--- config.mk ---
export PLATFORM = sky130hd
export DESIGN_NAME = gpb_top
export DESIGN_NICKNAME = d
export VERILOG_FILES = /design/src/rtl/gpb_pkg.sv /design/src/rtl/gpb_reg_if.sv /design/src/rtl/gpb_pin_sync.sv /design/src/rtl/gpb_wb_slave.sv /design/src/rtl/gpb_top.sv
export SDC_FILE = /design/constraint.sdc
export NUM_CORES = 1
export LEC_CHECK = 0
export ABC_CLOCK_PERIOD_IN_PS = 17150
export BUFFER_PORTS_ARGS = -buffer_cell sky130_fd_sc_hd__buf_2
export CAP_MARGIN = 20
export CORE_UTILIZATION = 46
export CTS_BUF_LIST = sky130_fd_sc_hd__clkbuf_8
export DETAILED_ROUTE_END_ITERATION = 6
export PLACE_DENSITY = 0.68
export SLEW_MARGIN = 20
export SYNTH_ARGS = -nofsm -noshare
export SYNTH_HDL_FRONTEND = slang
export SYNTH_HIERARCHICAL = 1
export SYNTH_SLANG_ARGS = --single-unit
--- constraint.sdc ---
create_clock -name ref_clk -period 17.15 [get_ports ref_clk]
set_input_delay 0 -clock ref_clk [delete_from_list [all_inputs] [get_ports ref_clk]]
set_output_delay 0 -clock ref_clk [all_outputs]
set_load 0.03 [all_outputs]
--- src/rtl/gpb_pkg.sv ---
package gpb_pkg;

  // ----------------------------------------------------------------
  // Port set geometry
  // ----------------------------------------------------------------
  localparam int PORT_CNT = 15;
  localparam int PIN_W = 8;
  localparam int PORT_IDX_W = 4;
  localparam int WB_DAT_W = 32;
  localparam int WB_SEL_W = 4;

  // Port slot numbers (slot order is the register map order)
  localparam logic [PORT_IDX_W-1:0] SLOT_P1 = 4'h0;
  localparam logic [PORT_IDX_W-1:0] SLOT_P2 = 4'h1;
  localparam logic [PORT_IDX_W-1:0] SLOT_P3 = 4'h2;
  localparam logic [PORT_IDX_W-1:0] SLOT_P4 = 4'h3;
  localparam logic [PORT_IDX_W-1:0] SLOT_P5 = 4'h4;
  localparam logic [PORT_IDX_W-1:0] SLOT_P9 = 4'h5;
  localparam logic [PORT_IDX_W-1:0] SLOT_PA = 4'h6;
  localparam logic [PORT_IDX_W-1:0] SLOT_PK = 4'hE;

  // Feature masks, one bit per slot, bit 0 is port 1
  localparam logic [PORT_CNT-1:0] HAS_OUT = 15'h7FD7;
  localparam logic [PORT_CNT-1:0] HAS_PUP = 15'h07C0;
  localparam logic [PORT_CNT-1:0] HAS_ODR = 15'h01C4;

  // Implemented pins per port
  localparam logic [PIN_W-1:0] PINS_FULL = 8'hFF;
  localparam logic [PIN_W-1:0] PINS_P5 = 8'h07;

  // ----------------------------------------------------------------
  // Register map: byte address = slot * PORT_STRIDE + offset
  // ----------------------------------------------------------------
  localparam logic [8:0] PORT_STRIDE = 9'h020;
  localparam int SLOT_LSB = 5;
  localparam logic [4:0] OFS_DIR = 5'h00;
  localparam logic [4:0] OFS_LATCH = 5'h04;
  localparam logic [4:0] OFS_PIN = 5'h08;
  localparam logic [4:0] OFS_PULLUP = 5'h0C;
  localparam logic [4:0] OFS_ODR = 5'h10;

  // Reset values
  localparam logic [PIN_W-1:0] RST_DIR = 8'h00;
  localparam logic [PIN_W-1:0] RST_LATCH = 8'h00;
  localparam logic [PIN_W-1:0] RST_PULLUP = 8'h00;
  localparam logic [PIN_W-1:0] RST_ODR = 8'h00;
  localparam logic [PIN_W-1:0] RST_PIN = 8'h00;

  // Register selected by an access
  typedef enum logic [2:0] {
    GPB_REG_DIR,
    GPB_REG_LATCH,
    GPB_REG_PIN,
    GPB_REG_PULLUP,
    GPB_REG_ODR,
    GPB_REG_NONE
  } gpb_reg_e;

  // Pins that exist on a port slot
  function automatic logic [PIN_W-1:0] gpb_pin_mask(input logic [PORT_IDX_W-1:0] slot);
    gpb_pin_mask = (slot == SLOT_P5) ? PINS_P5 : PINS_FULL;
  endfunction

endpackage

--- src/rtl/gpb_reg_if.sv ---
`timescale 1ns/1ns
interface gpb_reg_if;
  import gpb_pkg::*;

  // One-cycle write strobe and the decoded access
  logic wr;
  logic [PORT_IDX_W-1:0] slot;
  gpb_reg_e regn;
  logic [PIN_W-1:0] wdata;
  // Read value of the decoded register, combinational
  logic [PIN_W-1:0] rdata;

  modport bus (output wr, output slot, output regn, output wdata, input rdata);
  modport core (input wr, input slot, input regn, input wdata, output rdata);

endinterface

--- src/rtl/gpb_pin_sync.sv ---
`timescale 1ns/1ns
module gpb_pin_sync #(
  parameter int W = 8
) (
  // Clock and reset
  input wire logic ref_clk,
  input wire logic rst,
  // Raw pins and filtered level
  input wire logic [W-1:0] raw,
  output logic [W-1:0] level
);

  typedef struct packed {
    logic [W-1:0] s1;
    logic [W-1:0] s2;
    logic [W-1:0] s3;
    logic [W-1:0] lvl;
  } gpb_sync_s;

  gpb_sync_s cur_ff;
  gpb_sync_s nxt_ff;

  // Three stages; s1 feeds only s2 so metastability stays contained
  always_comb begin
    nxt_ff = cur_ff;
    nxt_ff.s1 = raw;
    nxt_ff.s2 = cur_ff.s1;
    nxt_ff.s3 = cur_ff.s2;
    // A bit moves only when stages two and three agree
    nxt_ff.lvl = (~(cur_ff.s2 ^ cur_ff.s3) & cur_ff.s3) | ((cur_ff.s2 ^ cur_ff.s3) & cur_ff.lvl);
  end

  always_ff @(posedge ref_clk or posedge rst) begin
    if (rst) begin
      cur_ff <= '0;
    end else begin
      cur_ff <= nxt_ff;
    end
  end

  assign level = cur_ff.lvl;

endmodule

--- src/rtl/gpb_wb_slave.sv ---
`timescale 1ns/1ns
module gpb_wb_slave
  import gpb_pkg::*;
#(
  parameter int ADR_W = 12
) (
  // Clock and reset
  input wire logic ref_clk,
  input wire logic rst,
  // Wishbone classic slave
  input wire logic wb_cyc_i,
  input wire logic wb_stb_i,
  input wire logic wb_we_i,
  input wire logic [ADR_W-1:0] wb_adr_i,
  input wire logic [WB_SEL_W-1:0] wb_sel_i,
  input wire logic [WB_DAT_W-1:0] wb_dat_i,
  output logic [WB_DAT_W-1:0] wb_dat_o,
  output logic wb_ack_o,
  // Register access toward the core
  gpb_reg_if.bus regs
);

  typedef struct packed {
    logic ack;
    logic [PIN_W-1:0] dat;
  } gpb_wb_s;

  gpb_wb_s cur_ff;
  gpb_wb_s nxt_ff;
  logic req;
  logic [4:0] ofs;
  logic [ADR_W-1:0] slot_base;

  // Fresh request; the ack cycle itself is not a second request
  assign req = wb_cyc_i & wb_stb_i & ~cur_ff.ack;
  assign ofs = wb_adr_i[4:0];
  assign regs.slot = wb_adr_i[SLOT_LSB +: PORT_IDX_W];
  assign slot_base = ADR_W'(regs.slot) << SLOT_LSB;
  assign regs.wdata = wb_dat_i[PIN_W-1:0];
  // Data sits in byte lane 0 only
  assign regs.wr = req & wb_we_i & wb_sel_i[0];

  // Address decode; anything outside the map reads zero
  always_comb begin
    if (wb_adr_i != slot_base + ADR_W'(ofs)) begin
      regs.regn = GPB_REG_NONE;
    end else if (regs.slot >= PORT_IDX_W'(PORT_CNT)) begin
      regs.regn = GPB_REG_NONE;
    end else if (ofs == OFS_DIR) begin
      regs.regn = GPB_REG_DIR;
    end else if (ofs == OFS_LATCH) begin
      regs.regn = GPB_REG_LATCH;
    end else if (ofs == OFS_PIN) begin
      regs.regn = GPB_REG_PIN;
    end else if (ofs == OFS_PULLUP) begin
      regs.regn = GPB_REG_PULLUP;
    end else if (ofs == OFS_ODR) begin
      regs.regn = GPB_REG_ODR;
    end else begin
      regs.regn = GPB_REG_NONE;
    end
  end

  // Answer one cycle after the request, ack lasts a single cycle
  always_comb begin
    nxt_ff = cur_ff;
    nxt_ff.ack = req;
    if (req) begin
      nxt_ff.dat = regs.rdata;
    end
  end

  always_ff @(posedge ref_clk or posedge rst) begin
    if (rst) begin
      cur_ff <= '0;
    end else begin
      cur_ff <= nxt_ff;
    end
  end

  assign wb_ack_o = cur_ff.ack;
  assign wb_dat_o = {{(WB_DAT_W-PIN_W){1'b0}}, cur_ff.dat};

endmodule

--- src/rtl/gpb_top.sv ---
// Added by the designer: register access over Wishbone and the register offsets.
`timescale 1ns/1ns
// Functional notes
// Thirteen bidirectional ports, ports 4 and 9 input-only
// Per-pin direction register on each bidirectional port
// Output latch drives every pin set output
// Pin-state register reads sampled pin levels
// Input-only ports lack direction and output latch
// Ports A to E have pull-up control
// Port 3, A to C: open-drain control
// Port 1 is eight pins wide
// Port 5 three pins; all registers reset zero
module gpb_top
  import gpb_pkg::*;
#(
  parameter int ADR_W = 12
) (
  // Clock and reset
  input wire logic ref_clk,
  input wire logic rst,
  // Wishbone classic slave
  input wire logic wb_cyc_i,
  input wire logic wb_stb_i,
  input wire logic wb_we_i,
  input wire logic [ADR_W-1:0] wb_adr_i,
  input wire logic [WB_SEL_W-1:0] wb_sel_i,
  input wire logic [WB_DAT_W-1:0] wb_dat_i,
  output logic [WB_DAT_W-1:0] wb_dat_o,
  output logic wb_ack_o,
  // Port pins, slot 0 is port 1
  input wire logic [PORT_CNT-1:0][PIN_W-1:0] pin_in,
  output logic [PORT_CNT-1:0][PIN_W-1:0] pin_out,
  output logic [PORT_CNT-1:0][PIN_W-1:0] pin_oe_n,
  // Internal pull-up switches
  output logic [PORT_CNT-1:0][PIN_W-1:0] pullup_on
);

  // ----------------------------------------------------------------
  // State
  // ----------------------------------------------------------------
  typedef struct packed {
    logic [PORT_CNT-1:0][PIN_W-1:0] dir;
    logic [PORT_CNT-1:0][PIN_W-1:0] output_latch_reg;
    logic [PORT_CNT-1:0][PIN_W-1:0] pullup_control_reg;
    logic [PORT_CNT-1:0][PIN_W-1:0] open_drain_control_reg;
  } gpb_state_s;

  gpb_state_s cur_ff;
  gpb_state_s nxt_ff;
  gpb_reg_if regs ();
  logic [PORT_CNT-1:0][PIN_W-1:0] pin_lvl;
  logic [PORT_CNT*PIN_W-1:0] pin_lvl_flat;
  // Bits each slot implements, one mask per feature
  logic [PORT_CNT-1:0][PIN_W-1:0] out_mask;
  logic [PORT_CNT-1:0][PIN_W-1:0] pup_mask;
  logic [PORT_CNT-1:0][PIN_W-1:0] odr_mask;
  logic [PORT_CNT-1:0][PIN_W-1:0] pin_mask;
  // Filtered pin levels with absent pins forced low
  logic [PORT_CNT-1:0][PIN_W-1:0] pin_view;
  // Decoded write strobes
  logic [PORT_CNT-1:0] slot_hit;
  logic wr_dir;
  logic wr_latch;
  logic wr_pullup;
  logic wr_odr;
  // Addressed slot's register values for the read mux
  logic [PIN_W-1:0] rd_dir;
  logic [PIN_W-1:0] rd_latch;
  logic [PIN_W-1:0] rd_pin;
  logic [PIN_W-1:0] rd_pullup;
  logic [PIN_W-1:0] rd_odr;
  // Pin driver terms
  logic [PORT_CNT-1:0][PIN_W-1:0] high_off;
  logic [PORT_CNT-1:0][PIN_W-1:0] drive_en;

  // ----------------------------------------------------------------
  // Helpers
  // ----------------------------------------------------------------

  // Bits a slot really implements for a given feature
  function automatic logic [PIN_W-1:0] feature_bits(
    input logic [PORT_IDX_W-1:0] slot,
    input logic [PORT_CNT-1:0] present
  );
    logic [PIN_W-1:0] m;
    m = gpb_pin_mask(slot);
    if (!present[slot]) begin
      m = '0;
    end
    feature_bits = m;
  endfunction

  // One-hot slot select; an index past the last port selects none
  function automatic logic [PORT_CNT-1:0] slot_onehot(input logic [PORT_IDX_W-1:0] slot);
    logic [PORT_CNT-1:0] hit;
    hit = '0;
    for (int p = 0; p < PORT_CNT; p++) begin
      if (slot == PORT_IDX_W'(p)) begin
        hit[p] = 1'b1;
      end
    end
    slot_onehot = hit;
  endfunction

  // ----------------------------------------------------------------
  // Bus slave and pin synchroniser
  // ----------------------------------------------------------------
  gpb_wb_slave #(
    .ADR_W(ADR_W)
  ) u_wb (
    .ref_clk(ref_clk),
    .rst(rst),
    .wb_cyc_i(wb_cyc_i),
    .wb_stb_i(wb_stb_i),
    .wb_we_i(wb_we_i),
    .wb_adr_i(wb_adr_i),
    .wb_sel_i(wb_sel_i),
    .wb_dat_i(wb_dat_i),
    .wb_dat_o(wb_dat_o),
    .wb_ack_o(wb_ack_o),
    .regs(regs.bus)
  );

  // Pins are asynchronous to ref_clk, so every level is filtered
  gpb_pin_sync #(
    .W(PORT_CNT * PIN_W)
  ) u_sync (
    .ref_clk(ref_clk),
    .rst(rst),
    .raw(pin_in),
    .level(pin_lvl_flat)
  );

  assign pin_lvl = pin_lvl_flat;

  // ----------------------------------------------------------------
  // Feature masks and pin view
  // ----------------------------------------------------------------

  // Fixed per slot; a bit outside its mask can never be set
  always_comb begin
    for (int p = 0; p < PORT_CNT; p++) begin
      out_mask[p] = feature_bits(PORT_IDX_W'(p), HAS_OUT);
      pup_mask[p] = feature_bits(PORT_IDX_W'(p), HAS_PUP);
      odr_mask[p] = feature_bits(PORT_IDX_W'(p), HAS_ODR);
      pin_mask[p] = gpb_pin_mask(PORT_IDX_W'(p));
    end
  end

  // Absent port 5 pins read low whatever the pad shows
  always_comb begin
    for (int p = 0; p < PORT_CNT; p++) begin
      pin_view[p] = pin_lvl[p] & pin_mask[p];
    end
  end

  // ----------------------------------------------------------------
  // Write strobes
  // ----------------------------------------------------------------

  // One strobe per register kind; pin-state writes have none
  assign slot_hit = slot_onehot(regs.slot);
  assign wr_dir = regs.wr & (regs.regn == GPB_REG_DIR);
  assign wr_latch = regs.wr & (regs.regn == GPB_REG_LATCH);
  assign wr_pullup = regs.wr & (regs.regn == GPB_REG_PULLUP);
  assign wr_odr = regs.wr & (regs.regn == GPB_REG_ODR);

  // ----------------------------------------------------------------
  // Register writes
  // ----------------------------------------------------------------

  // Only implemented bits store; others stay at zero for good
  always_comb begin
    nxt_ff = cur_ff;
    for (int p = 0; p < PORT_CNT; p++) begin
      if (wr_dir && slot_hit[p]) begin
        nxt_ff.dir[p] = regs.wdata & out_mask[p];
      end
      if (wr_latch && slot_hit[p]) begin
        nxt_ff.output_latch_reg[p] = regs.wdata & out_mask[p];
      end
      if (wr_pullup && slot_hit[p]) begin
        nxt_ff.pullup_control_reg[p] = regs.wdata & pup_mask[p];
      end
      if (wr_odr && slot_hit[p]) begin
        nxt_ff.open_drain_control_reg[p] = regs.wdata & odr_mask[p];
      end
    end
  end

  // All pins come out of reset as inputs with features off
  always_ff @(posedge ref_clk or posedge rst) begin
    if (rst) begin
      cur_ff.dir <= {PORT_CNT{RST_DIR}};
      cur_ff.output_latch_reg <= {PORT_CNT{RST_LATCH}};
      cur_ff.pullup_control_reg <= {PORT_CNT{RST_PULLUP}};
      cur_ff.open_drain_control_reg <= {PORT_CNT{RST_ODR}};
    end else begin
      cur_ff <= nxt_ff;
    end
  end

  // ----------------------------------------------------------------
  // Register reads
  // ----------------------------------------------------------------

  // One pick per kind; an index past the map never reaches the mux
  assign rd_dir = cur_ff.dir[regs.slot];
  assign rd_latch = cur_ff.output_latch_reg[regs.slot];
  assign rd_pin = pin_view[regs.slot];
  assign rd_pullup = cur_ff.pullup_control_reg[regs.slot];
  assign rd_odr = cur_ff.open_drain_control_reg[regs.slot];

  // Absent registers and absent pins read as zero
  always_comb begin
    case (regs.regn)
      GPB_REG_DIR: begin
        regs.rdata = rd_dir;
      end
      GPB_REG_LATCH: begin
        regs.rdata = rd_latch;
      end
      GPB_REG_PIN: begin
        // Every port, input-only ones too, shows its pins
        regs.rdata = rd_pin;
      end
      GPB_REG_PULLUP: begin
        regs.rdata = rd_pullup;
      end
      GPB_REG_ODR: begin
        regs.rdata = rd_odr;
      end
      default: begin
        regs.rdata = RST_PIN;
      end
    endcase
  end

  // ----------------------------------------------------------------
  // Pin drivers
  // ----------------------------------------------------------------

  // An open-drain pin holding a one lets go rather than drive high
  always_comb begin
    for (int p = 0; p < PORT_CNT; p++) begin
      high_off[p] = cur_ff.open_drain_control_reg[p] & cur_ff.output_latch_reg[p];
      drive_en[p] = cur_ff.dir[p] & ~high_off[p];
    end
  end

  // Output value and active-low enable per pin
  always_comb begin
    for (int p = 0; p < PORT_CNT; p++) begin
      pin_out[p] = cur_ff.output_latch_reg[p] & cur_ff.dir[p];
      pin_oe_n[p] = ~drive_en[p];
    end
  end

  // ----------------------------------------------------------------
  // Pull-up switches
  // ----------------------------------------------------------------

  // Pull-up only helps an input; on a driven pin it just burns current
  always_comb begin
    for (int p = 0; p < PORT_CNT; p++) begin
      pullup_on[p] = cur_ff.pullup_control_reg[p] & ~cur_ff.dir[p];
    end
  end

endmodule

# Yosys cells after proc, flatten, opt, wreduce, memory -nomap -nowiden
# Cells that the tools add are included.
# word_totals
ff_bits	759
in_bits	173
out_inout_bits	393
# classes
addsub	1
n_lt_le_gt_ge	2
n_eq_ne	21
n_mux	31
bitwise	60
n_reduce_logical	38
# ops
op	n
$and A120 B120 Y120	2
$and A8 B8 Y8	25
$bmux W8 S4	5
$not A8 Y8	19
$not A120 Y120	1
$or A120 B120 Y120	1
$xor A120 B120 Y120	1
$mux W8	5
$pmux W8 S5	1
$logic_and A1 B1 Y1	35
$eq A4 B4 Y1 const B	7
$mux W3	6
$mux W1	14
$eq A4 B3 Y1 const B	3
$ne A12 B12 Y1	1
$add A9 B5 Y10	1
$eq A5 B4 Y1 const B	2
$and A1 B1 Y1	8
$not A3 Y8	1
$eq A3 B2 Y1 const B	2
$eq A5 B3 Y1 const B	1
$eq A5 B5 Y1 const B	1
$logic_not A5 Y1	1
$lt A4 B5 Y1 const B	1
9 further kinds	9

# Depth between registers and ports, before layout
# Gate-level depths: netlist of run 1.
# logic_depth
word_depth	11
ltp_mapped	12
ltp_nobuf	9

# By module
# Netlist of run 1, hierarchy kept.
# by_module_without_submodules
module	n_inst	cells_per_inst	area_each_um2	seq_area_each_um2
gpb_top	1	1486	16066.7	6756.5
gpb_pin_sync	1	721	14267.4	12011.5
gpb_wb_slave	1	68	711.9	225.2

# Least setup slack after synthesis of run 1
# No wires, ideal clock.
# synth_timing
path_type	register to register
start	reg u_wb.cur_ff (netlist bit u_wb/wb_ack_o)
end	reg cur_ff[328] (netlist name)
setup_ns	0.125
arrival_ns	2.239
required_time_ns	17.025
path_slack_ns	14.786
stages_incl_launch_ff	8
path_buffers	2
period_less_slack_ns	2.364
cell_sequence	dfrtp_1 nand3b_4 buf_6 nor2_1 clkbuf_1 nand2_1 nor3_4 mux2_2
# synth_rtl
item	line	rtl
from (decl)	gpb_wb_slave.sv:28	gpb_wb_s cur_ff;
from (signal assigned)	gpb_wb_slave.sv:77	cur_ff <= nxt_ff;

==> results.json, run 1 <==
{
  "status": "completed",
  "die-area_mm2": 0.0672,
  "cts_tree": "done",
  "nets": 2968,
  "fin_area_mm2": 0.0368,
  "rows": 93,
  "layout_commonest_cell": "dfrtp_1",
  "remaining_drc_errors": 0,
  "die_h_um": 259,
  "postPlaceCellArea_mm2": 0.0316,
  "drt_iter0_markers": 1942,
  "htreeDepth": 3,
  "vdd_drop_max_v": 0.0000743,
  "hp-class": "primary input to async pin",
  "layout_setup_ws_ps": 13810,
  "end_kind": "async pin",
  "io_pins": 566,
  "die_w_um": 259,
  "cts_buffers": 118,
  "crit_start": "rst",
  "max_freq_ghz": 0.300,
  "power_density_mw_per_mm2": 102,
  "skew_ps": 59.3,
  "grt_pass1_wl_um": 133000,
  "avgSynthCellArea_um2": 13.6,
  "worstSkewPairLatency_ps": 760,
  "synth_warnings": 6,
  "cp.arrival_ps": 4040,
  "wl_um": 91400,
  "cp_max_fo": 187,
  "fin_crit_sh_pct": 19.5,
  "grt_max_degree": 188,
  "initial_core_util_pct": 46.9,
  "cp_slowest_cell": "buf_4",
  "grt_antenna_before_repair": 5,
  "criticalPathCategory": "primary input to async pin",
  "fp.coreArea_mm2": 0.0649,
  "slew_headroom_pct": 19.1,
  "grt-ovfl-total": 0,
  "slew_violations": 0,
  "hold_viol_final": 0,
  "worstPathCellList": "dlygate4sd3_1 -> buf_2 -> inv_8 -> buf_4 -> buf_4 -> buf_12",
  "fillCellCount": 5203,
  "hold_slack_ps": 34.6,
  "start_kind": "primary input",
  "final.min_clock_period_ps": 3340,
  "gp_congestion": 0.965,
  "reg2reg_to": "cur_ff[332]$_DFFE_PP0P_",
  "pre_cts_slack_ps": 13300,
  "dp_hpwl_um": 60100,
  "worstRegToRegCells": 5,
  "ant_nets": 0,
  "rsz0062_at_grt": "no",
  "syn_inst": 2245,
  "worst_slew_pin_slew_ps": 1210,
  "maxCapViolCount": 0,
  "p_leak_nw": 17.7,
  "worst_path_most_repeated_cell": "buf_4",
  "final_layout_size_suffix_gt1_share_pct": 35.7,
  "cts_resized": 0,
  "grt_usage_pct": 27.2,
  "vias_per_cell": 5.26,
  "postCtsHoldBufs": 242,
  "finalSetupViolCount": 0,
  "clkSinkCount": 739,
  "port_buffers": 387,
  "cts-root-buf": "clkbuf_8",
  "firstDrtPassIters": 6,
  "syn_to_final_growth_pct": 20.7,
  "setup_tns_ps": 0,
  "cts_buffer_depth": 3,
  "netlist_area_mm2": 0.0305,
  "power_mw": 3.76,
  "via_count": 19800,
  "postCtsSetupRepairBufs": 0,
  "slowest_delay_ps": 790,
  "required_ps": 17860,
  "r2r-start": "u_wb/wb_ack_o$_DFF_PP0_",
  "wl_per_cell_um": 24.3,
  "grt_pass1_vias": 20400,
  "clk_pin_slew_ps": 60,
  "reg2reg_slack_ps": 14060,
  "final_cell_mix": "dfrtp_1 (739), buf_2 (385), mux2_2 (259), dlygate4sd3_1 (242), clkbuf_8 (164)"
}
-- how the worst min path moves through the flow --
stage	endpoint	cells after the start	from	slack (ps)
2_1_floorplan	u_wb/wb_ack_o$_DFF_PP0_	1	rst	-170
3_3_place_gp	u_sync/cur_ff[379]$_DFF_PP0_	1	pin_in[19]	110
3_5_place_dp	u_sync/cur_ff[367]$_DFF_PP0_	1	pin_in[7]	110
4_1_cts	cur_ff[20]$_DFFE_PP0P_	3	rst	10
5_1_grt	cur_ff[441]$_DFFE_PP0P_	3	rst	70
6_report	cur_ff[452]$_DFFE_PP0P_	3	rst	30
-- per-stage QoR --
step	util, %	std cells
2_1_floorplan	-	2388
3_3_place_gp	48.7	3287
3_5_place_dp	48.7	3287
4_1_cts	56.5	3753
5_1_grt	56.6	3756
6_report	56.6	3756
-- area by class of cell --
| class | instances | area, um^2 | area share (%) |
|---|---|---|---|
| Antenna cell | 2 | 5.00 | 0.0136 |
| Clock buffer | 164 | 2260 | 6.14 |
| Clock inverter | 60 | 420 | 1.14 |
| Inverter | 74 | 293 | 0.797 |
| Multi-Input combinational cell | 1216 | 9680 | 26.3 |
| Sequential cell | 739 | 18500 | 50.3 |
| Tap cell | 855 | 1070 | 2.91 |
| Timing Repair Buffer | 646 | 4530 | 12.3 |
-- power breakdown --
part,internal (mW),total [mW],switching [mW]
Combinational,0.103,0.267,0.164
Sequential,1.81,1.85,0.0371
Clock,0.928,1.64,0.714
Total,2.85,3.76,0.915
-- routing by layer --
| metal | wire [um] | GRT usage, % |
|---|---|---|
| met3 | 9350 | 9.12 |
| met1 | 34700 | 34.0 |
| met4 | 5040 | 15.3 |
| met5 | 0 | 0 |
| met2 | 42200 | 41.5 |
-- critical path, delay by kind of cell --
kind	cells	cell delay, ps
buf+inv	6	3610
Power figures use the tool's default switching activity.
==> run 2, diff against run 1 <==
ABC_AREA = 1   (was unset)
ABC_CLOCK_PERIOD_IN_PS = 2900   (was 17150)
PLACE_DENSITY = 0.7   (was 0.68)
clock period = 2.9 ns   (was 17.15 ns; I/O delays follow)
==> run 2 against run 1 <==
Against the previous run: the run now ends with DRC left; combinational power grew to 7.1 times the previous value; via count increased by 29%; critical path depth up 9; hold slack improved by 54 ps; clock power rose to 5.9 times the previous value; clock-buffer cell count decreased by 15; setup slack got worse by 13000 ps; clock skew fell by 14 ps; cell count up 37%; register-to-register slack worse by 13000 ps.
==> results.json, run 2 <==
{
  "status": "complete, but fails checks",
  "violations": "DRC",
  "reg2reg_to": "cur_ff[290]$_DFFE_PP0P_",
  "syn_to_final_growth_pct": 20.9,
  "slew_violations": 0,
  "cp_max_fo": 13,
  "required_ps": 3590,
  "p_leak_nw": 20.7,
  "layout_commonest_cell": "nand2_1",
  "sequentialPowerShare_pct": 48.6,
  "cts_resized": 0,
  "worstRegToRegCells": 8,
  "fin_area_mm2": 0.0382,
  "p_int_mw": 16.8,
  "syn_inst": 3621,
  "final.min_clock_period_ps": 2280,
  "port_buffers": 387,
  "die_w_um": 264,
  "skew_ps": 44.9,
  "swShare_pct": 25.9,
  "rsz0062_at_grt": "no",
  "pre_cts_slack_ps": 435,
  "die_h_um": 264,
  "final_util_pct": 56.5,
  "hold_depth": 7,
  "synth_warnings": 6,
  "postPlaceCellArea_mm2": 0.0332,
  "met2_length_um": 48800,
  "grt_max_degree": 111,
  "cp.arrival_ps": 2970,
  "hp-class": "primary input to flop",
  "top_layer_used": "met5",
  "criticalPathCategory": "primary input to flop",
  "cp_slowest_cell": "dlygate4sd3_1",
  "slowest_delay_ps": 540,
  "finalSetupViolCount": 0,
  "drt-met1-wl_um": 40000,
  "power_density_mw_per_mm2": 593,
  "hold_slack_ps": 88.7,
  "vias_per_cell": 4.95,
  "grt_antenna_before_repair": 4,
  "cts_tree": "done",
  "dp_hpwl_um": 69300,
  "dp_cells": 4693,
  "combPwrFrac_pct": 8.4,
  "wl_um": 103000,
  "route.met3.wl_um": 9140,
  "via_count": 25500,
  "io_pins": 566,
  "pwr-share-clk_pct": 43.0,
  "clk_pin_slew_ps": 60,
  "stdcell_count": 5156,
  "grt_pass1_vias": 25100,
  "maxCapViolCount": 0,
  "ant_nets": 0,
  "avgSynthCellArea_um2": 8.74,
  "vdd_drop_max_v": 0.000440,
  "nets": 4358,
  "worst_path_most_repeated_cell": "nand2_1",
  "worstSkewPairLatency_ps": 750,
  "end_kind": "flop",
  "max_freq_ghz": 0.439,
  "min_from": "wb_we_i",
  "gp_congestion": 0.970,
  "firstDrtPassIters": 7,
  "worstPathCellList": "dlygate4sd3_1 -> buf_2 -> nand2_1 -> inv_1 -> nand2_1 -> nand3_1 -> nor2_1 -> inv_2 -> nor3_1 -> inv_1 -> nor2_1 -> nor2_1 -> nand2_1 -> nand2_1 -> nand2_1",
  "netlist_area_mm2": 0.0316,
  "reg2reg_slack_ps": 820,
  "grt_pass1_wl_um": 152000,
  "whs_endpoint": "cur_ff[205]$_DFFE_PP0P_",
  "start_kind": "primary input",
  "fin_crit_sh_pct": 78.6,
  "cts_buffer_depth": 3,
  "cp_top_family": "simple AND/OR/NAND/NOR gates",
  "wl_per_cell_um": 19.9,
  "drt_iter0_markers": 2449,
  "layout_setup_ws_ps": 620,
  "final_cell_mix": "nand2_1 (1030), dfrtp_1 (739), inv_1 (444), buf_2 (385), nor2_1 (349)",
  "path_buf_inv": 5,
  "htreeDepth": 3,
  "power_mw": 22.7,
  "setup_tns_ps": 0,
  "grt-ovfl-total": 0,
  "final_layout_size_suffix_gt1_share_pct": 16.6,
  "cts_buffers": 118,
  "rows": 95,
  "die-area_mm2": 0.0698,
  "grt_usage_pct": 29.4,
  "fp.coreArea_mm2": 0.0676,
  "clkSinkCount": 739,
  "slew_headroom_pct": 36.6,
  "hold_viol_final": 0,
  "postCtsSetupRepairBufs": 0,
  "worst_slew_pin_slew_ps": 951,
  "remaining_drc_errors": 6,
  "cts-root-buf": "clkbuf_8",
  "r2r-start": "u_wb/wb_ack_o$_DFF_PP0_",
  "switchingPower_mw": 5.88,
  "initial_core_util_pct": 46.8
}
## run 2: cell count changes in the layout (fill, tap and decap cells not counted), sizes merged, moves of 33 or more
cell / delta
nand2: +906
inv: +347
nor2: +347
mux2: -267
a21oi: +184
o21ai: +174
nand3: +135
maj3: -115
and2: -105
mux2i: -51
buf: +49
nor2b: -48
mux4: -33
## run 2: worst min-delay path: cells and delay by family
kind | cells | cell delay [ps]
and+or+nand+nor | 4 | 450
buffers and inverters | 2 | 260
AOI/OAI and AO/OA | 1 | 90
## run 2: power by group through the flow
stage	logic (mW)	clock network, mW	registers [mW]
after floorplan	1.43	0	11.1
after global placement	1.59	0	11.1
after detailed placement	1.61	0	11.2
after CTS	1.87	9.85	11.0
after global routing	2.07	10.4	11.0
final	1.90	9.75	11.0
## run 2: final cells by class
type | instances | area (um^2)
clock inverter | 66 | 562
tap | 873 | 1090
multi-input combinational | 2192 | 9370
clock buffer | 149 | 2050
sequential | 739 | 18500
inverter | 436 | 1650
fill | 5996 | 29400
timing repair buffer | 698 | 5000
antenna | 3 | 7.51
## run 2: how the worst max path moves through the flow
| stage | end | cells after the start | from |
|---|---|---|---|
| floorplan | async pin | 1 | rst |
| global placement | u_wb/wb_dat_o[2]$_DFFE_PP0P_ | 14 | wb_adr_i[6] |
| detailed placement | u_wb/wb_dat_o[1]$_DFFE_PP0P_ | 14 | wb_adr_i[6] |
| CTS | u_wb/wb_dat_o[2]$_DFFE_PP0P_ | 15 | wb_adr_i[5] |
| global route | u_wb/wb_dat_o[2]$_DFFE_PP0P_ | 15 | wb_adr_i[5] |
| finish | u_wb/wb_dat_o[1]$_DFFE_PP0P_ | 15 | wb_adr_i[8] |
## run 2: layer usage
layer  GRT usage (%)  up-vias
li1                -    11800
met1            37.2    12200
met2            47.7     1255
met3            7.18      223
met4            13.7        4
met5               0        -
## run 2: repair_timing
item                                    4_1_cts  5_1_grt
hold endpoints to repair                   1045        0
hold buffers                                245        0
endpoints found under the setup margin        0        0
==> run 3, diff against run 2 <==
ABC_CLOCK_PERIOD_IN_PS = 2300   (was 2900)
PLACE_DENSITY = 0.68   (was 0.7)
clock period = 2.3 ns   (was 2.9 ns; I/O delays follow)
==> run 3 against run 2 <==
Against the previous run: the flow now finishes without violations; clock skew up 4.1 ps; non-clock buffer count grew 30; combinational power increased by 28%; register-to-register slack worse by 450 ps; die area did not move; critical path type unchanged; highest routed layer unchanged.
==> results.json, run 3 (synthesis results as in run 2) <==
{
  "status": "completed",
  "die_h_um": 264,
  "required_ps": 2990,
  "grt_usage_pct": 29.4,
  "htreeDepth": 3,
  "worstPathCellList": "dlygate4sd3_1 -> buf_2 -> nand2_1 -> inv_1 -> nand2_1 -> nand3_1 -> nor2_1 -> inv_2 -> nor3_2 -> o21ai_0 -> nand2_1 -> inv_1 -> nand2_1 -> nand2_1 -> nand2_1",
  "drt_iter0_markers": 2244,
  "wl_per_cell_um": 19.7,
  "grt-ovfl-total": 0,
  "final.min_clock_period_ps": 2150,
  "maxCapViolCount": 0,
  "worstRegToRegCells": 9,
  "slowest_delay_ps": 540,
  "worstSkewPairLatency_ps": 760,
  "final_cell_mix": "nand2_1 (1030), dfrtp_1 (739), inv_1 (453), buf_2 (385), nor2_1 (349)",
  "power_density_mw_per_mm2": 732,
  "gp_congestion": 0.950,
  "grt_pass1_vias": 24800,
  "port_buffers": 387,
  "grt_antenna_before_repair": 5,
  "worst_path_most_repeated_cell": "nand2_1",
  "dp_cells": 4723,
  "hold_depth": 10,
  "die-area_mm2": 0.0698,
  "grt_max_degree": 87,
  "path_buf_inv": 5,
  "criticalPathCategory": "primary input to flop",
  "cp_slowest_cell": "dlygate4sd3_1",
  "worst_slew_pin_slew_ps": 937,
  "remaining_drc_errors": 0,
  "grt_pass1_wl_um": 152000,
  "cts_buffers": 117,
  "vias_per_cell": 4.87,
  "crit_start": "wb_adr_i[8]",
  "min_from": "wb_adr_i[11]",
  "firstDrtPassIters": 6,
  "p_leak_nw": 20.8,
  "max_freq_ghz": 0.464,
  "stdcell_count": 5190,
  "rsz0062_at_grt": "no",
  "final_layout_size_suffix_gt1_share_pct": 17.1,
  "slew_violations": 0,
  "hp-class": "primary input to flop",
  "cts_buffer_depth": 3,
  "initial_core_util_pct": 46.8,
  "cp.arrival_ps": 2850,
  "layout_commonest_cell": "nand2_1",
  "whs_endpoint": "u_wb/wb_dat_o[3]$_DFFE_PP0P_",
  "hold_viol_final": 0,
  "reg2reg_to": "cur_ff[354]$_DFFE_PP0P_",
  "clk_pin_slew_ps": 60,
  "end_kind": "flop",
  "dp_hpwl_um": 70800,
  "reg2reg_slack_ps": 370,
  "syn_to_final_growth_pct": 21.6,
  "via_count": 25300,
  "slew_headroom_pct": 37.5,
  "rows": 95,
  "die_w_um": 264,
  "vdd_drop_max_v": 0.000677,
  "cp_max_fo": 13,
  "io_pins": 566,
  "ant_nets": 0,
  "fp.coreArea_mm2": 0.0676,
  "start_kind": "primary input",
  "skew_ps": 49.0,
  "clkSinkCount": 739,
  "nets": 4387,
  "wl_um": 102000,
  "fillCellCount": 5913,
  "r2r-start": "u_wb/wb_ack_o$_DFF_PP0_",
  "cp_top_family": "simple AND/OR/NAND/NOR gates",
  "cts-root-buf": "clkbuf_8",
  "fin_crit_sh_pct": 93.6,
  "setup_tns_ps": 0,
  "finalSetupViolCount": 0,
  "cts_tree": "done"
}
## run 3: cell types whose count changed in the layout (fill, tap and decap cells not counted), sizes merged
| cell | previous run | this run |
|---|---|---|
| buf | 453 | 483 |
| clkbuf | 149 | 152 |
| inv | 456 | 467 |
| clkinv | 33 | 27 |
| bufinv | 9 | 4 |
| clkinvlp | 4 | 5 |
## run 3: cell type report
class	count	area, um^2	share of cell area [%]
flip-flops and latches	739	18500	48.1
multi-input cells	2192	9380	24.4
repair buffers	728	5290	13.8
clock buffers	152	2090	5.44
inverters	436	1650	4.29
well taps	873	1090	2.84
clock inverters	67	453	1.18
diodes	3	7.51	0.0195
## run 3: metal layers
metal	global-route usage, %	up-vias	wire (um)
met5	0	-	25
met4	13.1	4	4280
met3	7.42	202	9550
met2	47.3	1140	48400
met1	37.5	12100	39800
li1	-	11900	-
## run 3: power breakdown
part	internal, mW	total (mW)	switching, mW
clock	6.43	11.9	5.44
combinational	0.795	2.44	1.65
sequential	13.5	13.9	0.323
total	20.8	28.2	7.41
## run 3: repair_timing
| item | in CTS | in global routing |
|---|---|---|
| hold buffers | 245 | 0 |
| buffers inserted | 0 | 0 |
| hold endpoints to repair | 1121 | 0 |
| endpoints found under the setup margin | 0 | 8 |
| gates resized for setup | 0 | 1 |
## run 3: how the worst max path moves through the flow
stage | to | slack (ps) | cells past startpoint
after floorplan | async pin | -3920 | 1
after global placement | u_wb/wb_dat_o[3]$_DFFE_PP0P_ | -150 | 14
after detailed placement | u_wb/wb_dat_o[3]$_DFFE_PP0P_ | -160 | 14
after CTS | u_wb/wb_dat_o[3]$_DFFE_PP0P_ | 70 | 15
after global routing | u_wb/wb_dat_o[3]$_DFFE_PP0P_ | 80 | 15
final | u_wb/wb_dat_o[3]$_DFFE_PP0P_ | 150 | 15
## run 3: worst min-delay path, stage by stage
cell and delay [ps]:
buf_2 80, nor2_1 50, nand4_1 230, nor3_2 120, nand2_1 70, nand2_1 40, inv_1 40, nand2_1 60
nand2_1 80, nand2_1 50
## run 3: through the flow
stage	total power [mW]	utilization, %	cell area [um^2]	hold slack, ps	worst slack [ps]
CTS	28.3	56.8	38400	0.489	73.9
global route	29.2	56.9	38500	136	75.1
floorplan	15.8	-	32200	-172	-3920
finish	28.2	56.9	38500	99.4	147
detailed placement	16.2	49.5	33400	65.3	-162
global placement	16.1	49.5	33400	53.5	-151
